==> src/afe_pkg.sv <==
package afe_pkg;

	// ************************************************************
	// Register map and field layout
	// ************************************************************
	localparam int ADDR_W = 8;
	localparam int DATA_W = 32;
	localparam logic [7:0] OFS_CTRL = 8'h00;
	localparam logic [7:0] OFS_LOOP = 8'h04;
	localparam logic [7:0] OFS_GAIN = 8'h08;
	localparam logic [7:0] OFS_STATUS = 8'h0C;
	localparam logic [7:0] OFS_ERROR = 8'h10;
	localparam int CTRL_W = 7;
	localparam int LOOP_W = 9;
	localparam int GAIN_W = 8;
	localparam logic [6:0] CTRL_RST = 7'h60;
	localparam logic [8:0] LOOP_RST = 9'h000;
	localparam logic [7:0] GAIN_RST = 8'h00;
	localparam int ERR_FLD_LSB = 0;
	localparam int DAC_FLD_LSB = 16;
	localparam int STATE_FLD_LSB = 1;
	localparam int LINE_FLD_LSB = 8;

	// ************************************************************
	// Converter and loop constants
	// ************************************************************
	localparam int CODE_W = 10;
	localparam int DAC_W = 16;
	localparam logic [9:0] CLAMP_BASE = 10'h00E;
	localparam logic [3:0] OB_FIRST = 4'h5;
	localparam logic [3:0] OB_LAST = 4'hC;
	localparam int OB_AVG_SHIFT = 3;
	localparam logic [9:0] LEADIN_THRESH = 10'h010;
	localparam int LAT_CDS = 10;
	localparam int LAT_ADC = 9;
	localparam logic [2:0] LEADIN_SHIFT_BASE = 3'h2;

	typedef struct packed {
		logic sample_mode;
		logic out_enable;
		logic top_bit_invert;
		logic low_bits_invert;
		logic code_format_select;
		logic test_select_a;
		logic low_power_wait;
	} ctrl_t;

	typedef struct packed {
		logic [4:0] clamp_code;
		logic [1:0] leadin_exit_delay_sel;
		logic [1:0] leadin_gain_sel;
	} loop_cfg_t;

	typedef enum logic [1:0] {
		LOOP_NORMAL = 2'b00,
		LOOP_LEADIN = 2'b01,
		LOOP_EXIT = 2'b11
	} loop_state_t;

	function automatic logic [9:0] to_gray(input logic [9:0] b);
		return b ^ (b >> 1);
	endfunction

	function automatic logic [2:0] leadin_shift(input logic [1:0] sel);
		return LEADIN_SHIFT_BASE + {1'b0, sel};
	endfunction

	function automatic logic [3:0] exit_lines(input logic [1:0] sel);
		return 4'h1 << sel;
	endfunction

	function automatic logic [9:0] clamp_value(input logic [4:0] code);
		return CLAMP_BASE + {4'h0, code, 1'b0};
	endfunction

endpackage

==> src/afe_offset_output.sv <==
`timescale 1ns/1ps
module afe_offset_output
	import afe_pkg::*;
#(
	parameter logic [9:0] ERR_LIMIT = 10'h040
)
(
	input wire logic sys_clk,
	input wire logic rst,
	input wire logic [ADDR_W-1:0] addr,
	input wire logic [DATA_W-1:0] wr_data,
	input wire logic wr_en,
	input wire logic rd_en,
	output logic [DATA_W-1:0] rd_data,
	input wire logic conversion_clock,
	input wire logic [CODE_W-1:0] conv_code_in,
	input wire logic optical_black_pulse,
	input wire logic pre_blank_in,
	output logic [CODE_W-1:0] data_out,
	output logic [CODE_W-1:0] data_oe,
	output logic sample_isolate,
	output logic [DAC_W-1:0] dac_step,
	output logic dac_charge_down,
	output logic dac_strobe,
	output logic leadin_active
);

	// ************************************************************
	// Elaboration checks
	// ************************************************************
	generate
		if (ERR_LIMIT == 10'h000)
		begin : g_bad_limit
			$error("ERR_LIMIT must be nonzero");
		end
	endgenerate

	// ************************************************************
	// Pin synchronisers
	// ************************************************************
	logic clk_s1_reg, clk_s2_reg, clk_s3_reg;
	logic obp_s1_reg, obp_s2_reg, obp_s3_reg;
	logic pb_s1_reg, pb_s2_reg;
	logic [CODE_W-1:0] code_s1_reg, code_s2_reg;
	logic conv_en, ob_start;

	always_ff @(posedge sys_clk)
	begin
		if (rst)
		begin
			clk_s1_reg <= 1'b0;
			clk_s2_reg <= 1'b0;
			clk_s3_reg <= 1'b0;
			obp_s1_reg <= 1'b0;
			obp_s2_reg <= 1'b0;
			obp_s3_reg <= 1'b0;
			pb_s1_reg <= 1'b0;
			pb_s2_reg <= 1'b0;
			code_s1_reg <= 10'h000;
			code_s2_reg <= 10'h000;
		end
		else
		begin
			clk_s1_reg <= conversion_clock;
			clk_s2_reg <= clk_s1_reg;
			clk_s3_reg <= clk_s2_reg;
			obp_s1_reg <= optical_black_pulse;
			obp_s2_reg <= obp_s1_reg;
			obp_s3_reg <= obp_s2_reg;
			pb_s1_reg <= pre_blank_in;
			pb_s2_reg <= pb_s1_reg;
			code_s1_reg <= conv_code_in;
			code_s2_reg <= code_s1_reg;
		end
	end

	// Rising conversion clock seen two cycles late; codes move with it
	assign conv_en = clk_s2_reg & ~clk_s3_reg;
	assign ob_start = obp_s2_reg & ~obp_s3_reg;

	// ************************************************************
	// Register file
	// ************************************************************
	ctrl_t ctrl_reg;
	loop_cfg_t loop_reg;
	logic [GAIN_W-1:0] gain_reg;
	logic gain_change;
	loop_state_t state_reg;
	logic signed [10:0] err_reg;
	logic [15:0] line_cnt_reg;

	assign gain_change = wr_en && addr == OFS_GAIN
		&& wr_data[GAIN_W-1:0] != gain_reg;

	// Modes come only from software; pre-blank stays a pin
	always_ff @(posedge sys_clk)
	begin
		if (rst)
		begin
			ctrl_reg <= CTRL_RST;
			loop_reg <= LOOP_RST;
			gain_reg <= GAIN_RST;
		end
		else if (wr_en)
		begin
			if (addr == OFS_CTRL)
				ctrl_reg <= wr_data[CTRL_W-1:0];
			if (addr == OFS_LOOP)
				loop_reg <= wr_data[LOOP_W-1:0];
			if (addr == OFS_GAIN)
				gain_reg <= wr_data[GAIN_W-1:0];
		end
	end

	always_ff @(posedge sys_clk)
	begin
		if (rst)
			rd_data <= 32'h0000_0000;
		else if (rd_en)
		begin
			unique case (addr)
				OFS_CTRL: rd_data <= {25'h0, ctrl_reg};
				OFS_LOOP: rd_data <= {23'h0, loop_reg};
				OFS_GAIN: rd_data <= {24'h0, gain_reg};
				OFS_STATUS: rd_data <= {line_cnt_reg, 7'h00, pb_s2_reg,
					4'h0, state_reg, 1'b0, leadin_active};
				OFS_ERROR: rd_data <= {dac_step, 5'h0, err_reg};
				default: rd_data <= 32'h0000_0000;
			endcase
		end
		else
			rd_data <= 32'h0000_0000;
	end

	// ************************************************************
	// Optical-black window and error
	// ************************************************************
	logic [3:0] ob_cnt_reg;
	logic ob_run_reg;
	logic [12:0] ob_sum_reg;
	logic line_done_reg;
	logic [9:0] clamp10;
	logic [9:0] avg;
	logic signed [10:0] err_now;
	logic [9:0] err_mag, err_lim, last_mag_reg;

	assign clamp10 = clamp_value(loop_reg.clamp_code);
	assign avg = ob_sum_reg[12:OB_AVG_SHIFT];
	assign err_now = $signed({1'b0, avg}) - $signed({1'b0, clamp10});
	assign err_mag = err_now[10] ? 10'(-err_now) : err_now[9:0];
	assign err_lim = (err_mag > ERR_LIMIT) ? ERR_LIMIT : err_mag;

	// Samples counted on conversion edges; a new pulse restarts the window
	always_ff @(posedge sys_clk)
	begin
		if (rst)
		begin
			ob_cnt_reg <= 4'h0;
			ob_run_reg <= 1'b0;
			ob_sum_reg <= 13'h0000;
			line_done_reg <= 1'b0;
		end
		else
		begin
			line_done_reg <= 1'b0;
			if (ob_start)
			begin
				ob_cnt_reg <= 4'h0;
				ob_run_reg <= 1'b1;
				ob_sum_reg <= 13'h0000;
			end
			else if (ob_run_reg && conv_en)
			begin
				ob_cnt_reg <= ob_cnt_reg + 4'h1;
				if (ob_cnt_reg + 4'h1 >= OB_FIRST)
					ob_sum_reg <= ob_sum_reg + {3'h0, code_s2_reg};
				if (ob_cnt_reg + 4'h1 == OB_LAST)
				begin
					ob_run_reg <= 1'b0;
					line_done_reg <= 1'b1;
				end
			end
		end
	end

	// ************************************************************
	// Loop gain state machine
	// ************************************************************
	logic [3:0] exit_cnt_reg;

	// A gain change beats a same-cycle exit decision
	always_ff @(posedge sys_clk)
	begin
		if (rst)
		begin
			state_reg <= LOOP_NORMAL;
			exit_cnt_reg <= 4'h0;
		end
		else if (gain_change)
		begin
			state_reg <= LOOP_LEADIN;
			exit_cnt_reg <= 4'h0;
		end
		else if (line_done_reg)
		begin
			unique case (state_reg)
				LOOP_NORMAL: state_reg <= LOOP_NORMAL;
				LOOP_LEADIN:
				begin
					if (err_mag <= LEADIN_THRESH)
					begin
						state_reg <= LOOP_EXIT;
						exit_cnt_reg <= exit_lines(loop_reg.leadin_exit_delay_sel);
					end
				end
				LOOP_EXIT:
				begin
					if (err_mag > LEADIN_THRESH)
						state_reg <= LOOP_LEADIN;
					else if (exit_cnt_reg == 4'h1)
						state_reg <= LOOP_NORMAL;
					else
						exit_cnt_reg <= exit_cnt_reg - 4'h1;
				end
				default: state_reg <= LOOP_NORMAL;
			endcase
		end
	end

	// ************************************************************
	// Current DAC step, one per line
	// ************************************************************
	logic [2:0] shift_now;

	assign shift_now = (state_reg == LOOP_NORMAL) ? 3'h0
		: leadin_shift(loop_reg.leadin_gain_sel);

	// Multiplying by a shift keeps the step exact and cheap
	always_ff @(posedge sys_clk)
	begin
		if (rst)
		begin
			dac_step <= 16'h0000;
			dac_charge_down <= 1'b0;
			dac_strobe <= 1'b0;
			err_reg <= 11'h000;
			last_mag_reg <= 10'h000;
			line_cnt_reg <= 16'h0000;
			leadin_active <= 1'b0;
		end
		else
		begin
			dac_strobe <= line_done_reg;
			leadin_active <= state_reg != LOOP_NORMAL;
			if (line_done_reg)
			begin
				dac_step <= {6'h00, err_lim} << shift_now;
				dac_charge_down <= err_now[10];
				err_reg <= err_now;
				last_mag_reg <= err_mag;
				line_cnt_reg <= line_cnt_reg + 16'h0001;
			end
		end
	end

	// ************************************************************
	// Output pipeline and formatting
	// ************************************************************
	logic [CODE_W-1:0] pipe_reg [LAT_CDS-1];
	logic [CODE_W-1:0] tap, fmt, inv_mask, test_cnt_reg;
	logic test_active;

	always_ff @(posedge sys_clk)
	begin
		if (rst)
		begin
			for (int i = 0; i < LAT_CDS - 1; i++)
				pipe_reg[i] <= 10'h000;
		end
		else if (conv_en)
		begin
			pipe_reg[0] <= code_s2_reg;
			for (int i = 1; i < LAT_CDS - 1; i++)
				pipe_reg[i] <= pipe_reg[i-1];
		end
	end

	assign tap = ctrl_reg.sample_mode ? pipe_reg[LAT_CDS-2]
		: pipe_reg[LAT_ADC-2];
	assign fmt = ctrl_reg.code_format_select ? to_gray(tap) : tap;
	assign inv_mask = {ctrl_reg.top_bit_invert,
		{9{ctrl_reg.low_bits_invert}}};
	assign test_active = ctrl_reg.test_select_a & ~ctrl_reg.low_power_wait;

	// Test pattern is a ramp; it ignores format and pre-blank
	always_ff @(posedge sys_clk)
	begin
		if (rst)
		begin
			data_out <= 10'h000;
			test_cnt_reg <= 10'h000;
		end
		else if (conv_en)
		begin
			test_cnt_reg <= test_cnt_reg + 10'h001;
			if (test_active)
				data_out <= test_cnt_reg;
			else if (pb_s2_reg)
				data_out <= clamp10;
			else
				data_out <= fmt ^ inv_mask;
		end
	end

	always_ff @(posedge sys_clk)
	begin
		if (rst)
		begin
			data_oe <= 10'h000;
			sample_isolate <= 1'b0;
		end
		else
		begin
			data_oe <= {CODE_W{ctrl_reg.out_enable
				& ~ctrl_reg.low_power_wait}};
			sample_isolate <= pb_s2_reg;
		end
	end
endmodule

==> config.mk <==
export PLATFORM = sky130hd
export DESIGN_NAME = afe_offset_output
export DESIGN_NICKNAME = d
export VERILOG_FILES = /design/src/afe_pkg.sv /design/src/afe_offset_output.sv
export SDC_FILE = /design/constraint.sdc
export NUM_CORES = 1
export LEC_CHECK = 0
export BUFFER_PORTS_ARGS = -buffer_cell sky130_fd_sc_hd__buf_4
export CELL_PAD_IN_SITES_DETAIL_PLACEMENT = 1
export CELL_PAD_IN_SITES_GLOBAL_PLACEMENT = 1
export CORE_AREA = 2 2 168 186
export CTS_CLUSTER_DIAMETER = 50
export DETAILED_ROUTE_END_ITERATION = 10
export DIE_AREA = 0 0 170 188
export PLACE_DENSITY_LB_ADDON = 0.15
export SLEW_MARGIN = 10
export SYNTH_ARGS = -nofsm -noshare
export SYNTH_HDL_FRONTEND = slang
export SYNTH_SLANG_ARGS = --single-unit
==> constraint.sdc <==
create_clock -name sys_clk -period 4.5 [get_ports sys_clk]
set_clock_uncertainty 0.1 [all_clocks]
set_input_delay 0 -clock sys_clk [delete_from_list [all_inputs] [get_ports sys_clk]]
set_output_delay 0 -clock sys_clk [all_outputs]
set_load 0.005 [all_outputs]
# Word-level counts from Yosys, hierarchy flattened

Memories as Yosys holds them, arrays and structs flattened.
Cells that the tools add are included.

RAM bits: 90
Flip-flop bits (word level): 177
Output and inout port bits: 72
Logic and storage cells: 148
Memories: 1
Input bits: 57

$add $sub $neg: 9
Magnitude comparators: 4
Shifts and indexed selects: 2
Eq/ne operators: 15
Reductions and logical operators: 22
Mux-type cells: 36
Bitwise gates (word level): 20

Memory list:

| name     | depth | bits a word | rd ports | clocked after Yosys merged registers in | wr ports | RTL line                 | source |
|---|---|---|---|---|---|---|---|
| pipe_reg | 9     | 10          | 9        | 0                                       | 9        | afe_offset_output.sv:269 | `logic [CODE_W-1:0] pipe_reg [LAT_CDS-1];` |

Operators by type and width:

| operator                                                        | number |
|---|---|
| one-hot mux 32 bit (5 select lines)                             | 1 |
| 2-to-1 mux 10 bit                                               | 15 |
| adder 16 x 1 -> 16 bit, second input constant                   | 1 |
| equality test 8 x 4 -> 1 bit, second input constant             | 2 |
| left shift 10 x 3 -> 16 bit                                     | 1 |
| adder 13 x 10 -> 13 bit                                         | 1 |
| 2-to-1 mux 4 bit                                                | 3 |
| 2-to-1 mux 1 bit                                                | 11 |
| subtractor 10 x 7 -> 11 bit                                     | 1 |
| adder 10 x 1 -> 10 bit, second input constant                   | 1 |
| greater-than comparator 10 x 5 -> 1 bit, second input constant  | 1 |
| greater-than comparator 10 x 7 -> 1 bit, second input constant  | 1 |
| less-or-equal comparator 10 x 5 -> 1 bit, second input constant | 1 |
| negation 10 bit                                                 | 1 |
| AND reduction 2 bit                                             | 5 |
| nonzero test 2 bit                                              | 5 |
| XOR 10 bit                                                      | 1 |
| XOR 10 x 9 -> 10 bit                                            | 1 |
| OR 1 bit                                                        | 9 |
| equality test 8 x 3 -> 1 bit, second input constant             | 1 |
| equality test 8 x 5 -> 1 bit, second input constant             | 1 |
| zero test 8 bit                                                 | 1 |
| != test 8 bit                                                   | 1 |
| one-hot mux 4 bit (2 select lines)                              | 1 |
| other kinds (24)                                                | 41 |

# Longest topological paths before layout

Gate-level depths: netlist of run 1.

Word-level depth: 9
Depth in mapped cells: 14
Gate-level depth less buffers: 14

# Least setup slack after synthesis of run 1

Ideal clock, no wire load.

Path type: reg2reg
Start: reg loop_reg[4] (netlist name)
End: reg dac_step[9]
Period minus slack after synthesis: 3.555 ns
Buffers on the path: 0
Stages on the path, launching flop included: 14
Arrival: 3.381 ns
Library setup time: 0.074 ns
Data required time: 4.326 ns
Setup slack: 0.945 ns
Cell sequence: dfxtp_1 inv_1 ha_1 fa_1 a21oi_1 inv_1 maj3_1 o21bai_1 a2bb2oi_1 nor3b_1 o21ai_1 nor2_2 nand4b_1 a31oi_1

Longest elaborated chain between the ends: 7

Ends and longest elaborated chain:

| element                                 | RTL line                 | source |
|---|---|---|
| start: declaration                      | afe_offset_output.sv:85  | `loop_cfg_t loop_reg;` |
| start signal: assignment                | afe_offset_output.sv:109 | `loop_reg <= wr_data[LOOP_W-1:0];` |
| adder 4 x 6 -> 7 bit (*)                | afe_pkg.sv:73            | `return CLAMP_BASE + {4'h0, code, 1'b0};` |
| subtractor 10 x 7 -> 11 bit (*)         | afe_offset_output.sv:149 | `assign err_now = $signed({1'b0, avg}) - $signed({1'b0, clamp10});` |
| negation 10 bit                         | afe_offset_output.sv:150 | `assign err_mag = err_now[10] ? 10'(-err_now) : err_now[9:0];` |
| 2-to-1 mux 10 bit (*)                   | afe_offset_output.sv:150 |  |
| greater-than comparator 10 x 7 -> 1 bit | afe_offset_output.sv:151 | `assign err_lim = (err_mag > ERR_LIMIT) ? ERR_LIMIT : err_mag;` |
| 2-to-1 mux 10 bit (*)                   | afe_offset_output.sv:151 |  |
| left shift 10 x 3 -> 16 bit (*)         | afe_offset_output.sv:257 | `dac_step <= {6'h00, err_lim} << shift_now;` |
| end signal: assignment                  | afe_offset_output.sv:257 |  |
| end: declaration                        | afe_offset_output.sv:22  | `output logic [DAC_W-1:0] dac_step,` |

Every way passes the cells marked *; elsewhere a longest branch is shown, timed or not.
A chain may end at the register's enable or synchronous reset.

# Worst setup path in the final report of run 1

Start: reg loop_reg[4] (netlist name)
End: reg dac_step[8]

Same word-level chain as after synthesis.

==> qor.yml, run 1 <==
status: "finished clean"
layout.area.seq_mm2: 0.00613
clock-root-buffer: "clkbuf_16"
yosys_warnings: 0
synth.distinct_cells: 78
end_kind: "flip-flop"
multi_input_area_mm2: 0.00525
synth_seq_area_share_pct: 51.7
power_mw: 5.85
min-delay-start: "addr[6]"
globalplace.congestion: 0.806
drive_gt1_share_pct: 16.1
grt_setup_unrepaired: "false"
hold-path-cell-count: 7
clockBufferDepth: 3
p_leak_nw: 5.92
wl_per_cell_um: 18.4
hpwlAfterDp_um: 21300
grt_pass1_wl_um: 50400
postCtsSetupBuffers: 0
largest_register_ffs: 90
reg2reg_slack_ps: 450
worstSetupPathType: "reg -> reg"
synth-main-ff-cell: "dfxtp_1"
first_pass_iters: 5
port_buffers: 100
async_flop_share_pct: 0
cts.htree.levels: 2
worstSetupStartpointType: "flip-flop"
post-route-drc-count: 0
p_int_mw: 4.61
finalSetupViolCount: 0
min_path_type: "in -> reg"
synth_area_leaders: "dfxtp_1, edfxtp_1, and3_1"
worst_pin_slew_ps: 1240
fin_crit_sh_pct: 89.9
maxCapViolCount: 0
reg2reg_from: "loop_reg[4]"
nFillCells: 3293
fmax_mhz: 247
cts_buffers: 35
p_sw_share_pct: 21.3
path_max_fanout: 10
r2r_cells: 14
cts.sinks: 261
vias: 9004
syn_to_final_growth_pct: 23.4
grt_max_degree: 101
clkLatencyLatePin_ps: 510
finalHoldViolCount: 0
wl_um: 31300
peakVddDrop_v: 0.000244
grt_pass1_vias: 9261
grt-ovfl-total: 0
diodes: 0
cts_tree: "yes"
yosysMostFrequentCell: "dfxtp_1"
clkTransAtPathRegs_ps: 60
synth_seq_cells: 261
synth_largest_area_cell: "dfxtp_1"
slew_headroom_pct: 17.0
die_height_um: 188
cp.required_ps: 4830
drt_iter0_drc: 469
power_density_mw_per_mm2: 401
p_sw_mw: 1.24
slew_viol_final: 0
syn_inst: 1187
coreArea_mm2: 0.0302
grt_usage_pct: 19.8
crit_path_max_incr_delay_ps: 490
holdPathEnd: "rd_data[0]"
clockPowerShare_pct: 53.2
vias_per_cell: 5.27
critPathSlowestCell: "or4bb_1"
p_seq_share_pct: 43.1
boundaryPins: 129
synth_enable_flop_cells: 90
synth.avg_cell_area_um2: 9.97
start_util_pct: 39.2
synth_top_cell_area_share_pct: 28.9
arrival_ps: 4380
critPathLaunch: "loop_reg[4]"
timing.rr.end: "dac_step[8]"
finalCriticalPeriod_ps: 4050
layout.nets: 1383
fp-row-count: 67
dieArea_mm2: 0.0320
dieWidth_um: 170
crit_chain: "inv_1, ha_1, xnor2_1, ha_1, a21oi_1, nand2_1, maj3_1, o21ai_1, or4bb_1, nand3_1, o21ai_1, nor2_2, a41oi_1, o22ai_1"
ant_nets: 0
combPwrFrac_pct: 3.7
synth_area_mm2: 0.0118
setup_tns_ps: 0
synthTopCellsByCount: "dfxtp_1, nor2_1, and3_1"
antenna_found_initial: 0
[timing repair]
| action | 4_1_cts | 5_1_grt |
|---|---|---|
| resized for setup | 0 | 1 |
| hold endpoints to repair | 75 | 0 |
| hold buffers | 44 | 0 |
| endpoints found under the setup margin | 0 | 11 |
[cells in the final DEF, fill, tap and decap left out, types with 9 or more instances in the layout]
cell type / netlist / layout
dfxtp_1: 171 / 171
nor2_1: 117 / 117
buf_4: 15 / 115
and3_1: 102 / 102
edfxtp_1: 90 / 90
nand2_1: 86 / 86
a21oi_1: 61 / 61
nor2b_1: 47 / 46
nand3_1: 45 / 45
dlygate4sd3_1: 0 / 44
xor2_1: 38 / 38
clkbuf_16: 0 / 36
mux2i_1: 35 / 35
xnor2_1: 34 / 34
inv_1: 34 / 32
o21ai_0: 27 / 27
a22oi_1: 26 / 26
ha_1: 23 / 23
a211oi_1: 14 / 14
mux2_2: 12 / 12
and2_1: 12 / 12
nor3_1: 11 / 11
bufinv_16: 0 / 9
[power groups by stage]
stage	clock [mW]	combinational, mW	sequential [mW]
floorplan	0	0.116	2.56
global placement	0	0.187	2.57
detailed placement	0	0.189	2.57
CTS	3.18	0.219	2.52
global route	3.29	0.238	2.53
finish	3.11	0.217	2.52
[worst max-delay path, delay by kind of cell (launching register included)]
| kind | cells | cell delay (ps) |
|---|---|---|
| AND/OR/NAND/NOR | 4 | 1220 |
| AO/OA/AOI/OAI | 5 | 810 |
| buffers and inverters | 1 | 100 |
| flip-flops | 1 | 450 |
| XOR/XNOR | 1 | 260 |
| adder cells (fa/ha/maj) | 3 | 1020 |
[worst max-delay path by stage]
stage                        endpoint
after CTS                 dac_step[8]
after global routing      dac_step[2]
after global placement    dac_step[8]
after detailed placement  dac_step[8]
final                     dac_step[8]
after floorplan           dac_step[9]
[stage by stage]
step / cell area [um^2] / hold slack (ps) / worst slack (ps) / cells / utilization [%]
floorplan: 11900 / 12.3 / 945 / 1191 / -
global placement: 12800 / 112 / 376 / 1599 / 42.5
detailed placement: 12800 / 117 / 305 / 1599 / 42.5
CTS: 14600 / 73.5 / 258 / 1707 / 48.4
global route: 14600 / 121 / 120 / 1707 / 48.4
finish: 14600 / 86.4 / 454 / 1707 / 48.4
[cell type report]
class,count,share of cell area (%)
flip-flops and latches,261,41.9
multi-input cells,810,36.0
repair buffers,159,8.93
clock buffers,40,6.34
well taps,379,3.25
clock inverters,24,2.71
inverters,34,0.882
[routing by layer]
layer  vias up  wire [um]  global-route usage, %
met1      4384      14800                   26.9
met4         0        662                   5.49
met2       183      14700                   33.0
li1       4395          -                      -
met5         -          0                      0
met3        42       1220                   3.00
[cell families (layout without fill, tap and decap cells)]
family	after synthesis	after routing	synth area share [%]
adders and majority gates	28	28	3.03
DFF	261	261	51.7
AOI/OAI and AO/OA	180	180	10.0
and+or+nand+nor	476	476	21.0
buffers and inverters	120	257	4.30
other	1	5	0.0317
xor gates and xnor gates	74	74	5.79
muxes	47	47	4.10
Power figures use the tool's default switching activity.
==> run 2: changes to the inputs <==
REMOVE_ABC_BUFFERS = 1   (was not set)
clock period = 4.4 ns   (was 4.5 ns; I/O delays follow)
==> qor.yml, run 2 (synthesis gave the netlist of run 1 again) <==
nFillCells: 3365
diodes: 0
min_path_type: "in -> reg"
cts_tree: "yes"
crit_top_cell: "ha_1"
worstSetupPathDepth: 14
setup_tns_ps: 0
slew_viol_final: 0
worstSetupPathType: "reg -> reg"
maxCapViolCount: 0
path_delay_family: "simple AND/OR/NAND/NOR gates"
syn_to_final_growth_pct: 21.7
r2r_cells: 14
hold-path-cell-count: 7
first_pass_iters: 5
reg2reg_slack_ps: 430
crit_path_max_incr_delay_ps: 500
cts_buffers: 34
post-route-drc-count: 0
port_buffers: 100
finalCriticalPeriod_ps: 3970
holdPathEnd: "rd_data[3]"
arrival_ps: 4270
wl_um: 29000
fp-row-count: 67
start_util_pct: 39.2
dieWidth_um: 170
postCtsSetupBuffers: 0
cp.required_ps: 4700
min-delay-start: "addr[6]"
clockBufferDepth: 3
timing.rr.end: "exit_cnt_reg[1]"
worst_pin_slew_ps: 1170
dieArea_mm2: 0.0320
ant_nets: 0
end_kind: "flip-flop"
clock-root-buffer: "clkbuf_16"
path_max_fanout: 10
hpwlAfterDp_um: 19000
grt-ovfl-total: 0
fmax_mhz: 252
boundaryPins: 129
clkTransAtPathRegs_ps: 60
fin_util_pct: 47.7
grt_max_degree: 94
grt_setup_unrepaired: "false"
die_height_um: 188
layout.nets: 1381
worstSetupStartpointType: "flip-flop"
coreArea_mm2: 0.0302
grt_pass1_wl_um: 48000
grt_usage_pct: 18.5
largest_register_ffs: 90
fin_crit_sh_pct: 90.2
vias: 8971
wl_per_cell_um: 17.0
p_leak_nw: 5.82
critPathSlowestCell: "or4bb_1"
reg2reg_from: "loop_reg[5]"
layout_commonest_cell: "dfxtp_1"
peakVddDrop_v: 0.000251
power_density_mw_per_mm2: 381
antenna_found_initial: 0
grt_pass1_vias: 9212
crit_chain: "inv_1, ha_1, xnor2_1, ha_1, a21oi_1, nand2_1, maj3_1, o21ai_1, or4bb_1, nand3_1, o211ai_4, nor3_4, nor2_1, a211oi_1"
final_cell_mix: "dfxtp_1, nor2_1, buf_4"
finalHoldViolCount: 0
drt_iter0_drc: 550
status: "finished clean"
clkLatencyLatePin_ps: 500
drive_gt1_share_pct: 15.6
vias_per_cell: 5.27
globalplace.congestion: 0.822
critPathBufInv: 1
cts.htree.levels: 2
cts.sinks: 261
finalSetupViolCount: 0
power_mw: 5.49
slew_headroom_pct: 21.8
-- run 2: final cells by class --
cell class                      count  area [um^2]  area share, %
Clock buffer                       47          972           6.75
Clock inverter                     13          138          0.955
Inverter                           34          129          0.894
Multi-Input combinational cell    810         5270           36.5
Sequential cell                   261         6130           42.5
Tap cell                          379          474           3.29
Timing Repair Buffer              158         1310           9.06
-- run 2: per-layer routing --
layer | wire [um] | global-route usage (%) | up-vias
li1 | - | - | 4384
met3 | 995 | 2.66 | 44
met5 | 0 | 0 | -
met4 | 588 | 5.10 | 0
met1 | 13800 | 25.3 | 4390
met2 | 13600 | 30.6 | 153
-- run 2: repair_timing --
item                                   in CTS  in global routing
hold buffers                               43                  0
endpoints found under the hold margin      79                  0
gates resized for setup                     0                  4
setup endpoints to repair                   0                 17
-- run 2: tightest hold or removal path, cell delays in order --
cell and delay [ps]:
buf_4 80, nor2_1 30, nand2_1 110, nor4b_2 60, buf_4 200, nand2_1 90, a21oi_1 60
-- run 2: worst max path at each step --
stage | from | to
2_1_floorplan | clk_s2_reg | pipe_reg[0][0]
3_3_place_gp | loop_reg[5] | dac_step[9]
3_5_place_dp | loop_reg[5] | dac_step[0]
4_1_cts | loop_reg[5] | dac_step[8]
5_1_grt | loop_reg[5] | exit_cnt_reg[1]
6_report | loop_reg[5] | exit_cnt_reg[1]
-- run 2: through the flow --
stage | area (um^2) | worst slack, ps | cells | hold slack (ps)
6_report | 14400 | 431 | 1702 | 80.0
5_1_grt | 14400 | 67.5 | 1702 | 125
2_1_floorplan | 11500 | -1350 | 1105 | -30.9
4_1_cts | 14400 | 199 | 1702 | 64.7
3_3_place_gp | 12900 | 397 | 1599 | 109
3_5_place_dp | 12900 | 282 | 1599 | 118
-- run 2: where the power goes --
group	leakage [nW]	internal, mW	switching [mW]
Sequential	2.33	2.55	0.0200
Combinational	2.97	0.0926	0.121
Clock	0.528	1.67	1.03
==> run 3: changes to the inputs <==
BUFFER_PORTS_ARGS = not set   (was -buffer_cell sky130_fd_sc_hd__buf_4)
CORE_AREA = 2 2 179 198   (was 2 2 168 186)
DIE_AREA = 0 0 181 200   (was 0 0 170 188)
DONT_BUFFER_PORTS = 1   (was not set)
==> qor.yml, run 3 (synthesis gave the netlist of run 1 again) <==
status: "finished clean"
slew_headroom_pct: 32.8
grt-ovfl-total: 0
dieWidth_um: 181
drive_gt1_share_pct: 9.47
clkLatencyLatePin_ps: 530
layout.area.seq_mm2: 0.00613
vias: 8566
gr-usage-met1_pct: 23.1
finalSetupViolCount: 0
p_leak_nw: 5.34
fin_crit_sh_pct: 91.6
wl_um: 29700
vias_per_cell: 5.15
fp-row-count: 71
clkTransAtPathRegs_ps: 60
grt_pass1_wl_um: 47800
first_pass_iters: 5
peakVddDrop_v: 0.000259
worstSetupStartpointType: "flip-flop"
layout_commonest_cell: "dfxtp_1"
fmax_mhz: 248
syn_to_final_growth_pct: 16.4
wl_per_cell_um: 17.9
grt_max_degree: 105
drt_iter0_drc: 466
diodes: 0
slew_viol_final: 0
path_max_fanout: 10
coreArea_mm2: 0.0341
placedCellCount: 1559
arrival_ps: 4380
post-route-drc-count: 0
hpwlAfterDp_um: 18900
largest_register_ffs: 90
grt_setup_unrepaired: "false"
boundaryPins: 129
nFillCells: 3780
multi_input_area_mm2: 0.00525
ant_nets: 0
cts.htree.levels: 2
met2_usage_pct: 26.4
worstSetupPathType: "reg -> reg"
antenna_found_initial: 0
fin_util_pct: 40.4
die_height_um: 200
min_path_type: "in -> reg"
port_buffers: 0
reg2reg_slack_ps: 370
end_kind: "flip-flop"
final_cell_mix: "dfxtp_1, nor2_1, and3_1"
grt_pass1_vias: 8605
clockBufferDepth: 3
cts.sinks: 261
globalplace.congestion: 0.801
worst_pin_slew_ps: 1000
maxCapViolCount: 0
layout.nets: 1282
finalCriticalPeriod_ps: 4030
finalHoldViolCount: 0
busiest_layer: "met2"
grt_usage_pct: 16.5
power_density_mw_per_mm2: 406
dieArea_mm2: 0.0362
grt_use_met3_pct: 2.92
clock-root-buffer: "clkbuf_16"
cts_buffers: 36
setup_tns_ps: 0
stdcell_count: 1663
cp.required_ps: 4760
cts_tree: "yes"
start_util_pct: 34.7
## run 3: layer usage
metal	wire, um	share of wire (%)
met1	14600	49
met5	0	0
met4	503	1.7
met2	13500	45
met3	1110	3.7
## run 3: area by class of cell
class	count	share of cell area, %
clock buffers	46	7.17
well taps	438	3.98
clock inverters	17	1.40
repair buffers	57	3.94
multi-input cells	810	38.1
flip-flops and latches	261	44.5
inverters	34	0.935
## run 3: path summary, 6_finish.rpt
path / start / endpoint / cells after the start
worst max register to register: loop_reg[5] / exit_cnt_reg[0] / 14
worst min register to register: code_s1_reg[6] / code_s2_reg[6] / 1
worst max-delay path: loop_reg[5] / exit_cnt_reg[0] / 14
worst min-delay path: conv_code_in[7] / code_s1_reg[7] / 2
## run 3: what timing repair did
item | in CTS | in global routing
setup endpoints to repair | 0 | 12
setup buffers | 0 | 2
hold buffers | 39 | 0
resized for setup | 0 | 2
endpoints found under the hold margin | 151 | 0
## run 3: metrics by stage
stage / hold WS, ps / area, um^2 / power (mW) / setup slack [ps]
after detailed placement: 0.532 / 12200 / 2.75 / 233
after global routing: 42.7 / 13800 / 5.81 / 6.13
after floorplan: -30.9 / 11500 / 2.71 / -1350
after CTS: 2.85 / 13800 / 5.70 / 198
final: 29.5 / 13800 / 5.60 / 370
after global placement: -0.979 / 12200 / 2.75 / 365
## run 3: worst max-delay path: stages, from the launching register on
cell      delay, ps
dfxtp_1         460
inv_1            80
ha_1            220
xnor2_1         250
ha_1            350
a21oi_1         210
nand2_1         190
maj3_1          440
o21ai_1         210
or4bb_1         490
nand3_1         150
o211ai_4        180
nor3_4          320
nand3_1         120
a31oi_1         180
## run 3: power by group
part,leakage [nW],internal [mW],switching [mW]
Sequential,2.33,2.56,0.0217
Combinational,2.44,0.0605,0.110
Clock,0.579,1.73,1.13
Total,5.34,4.34,1.26
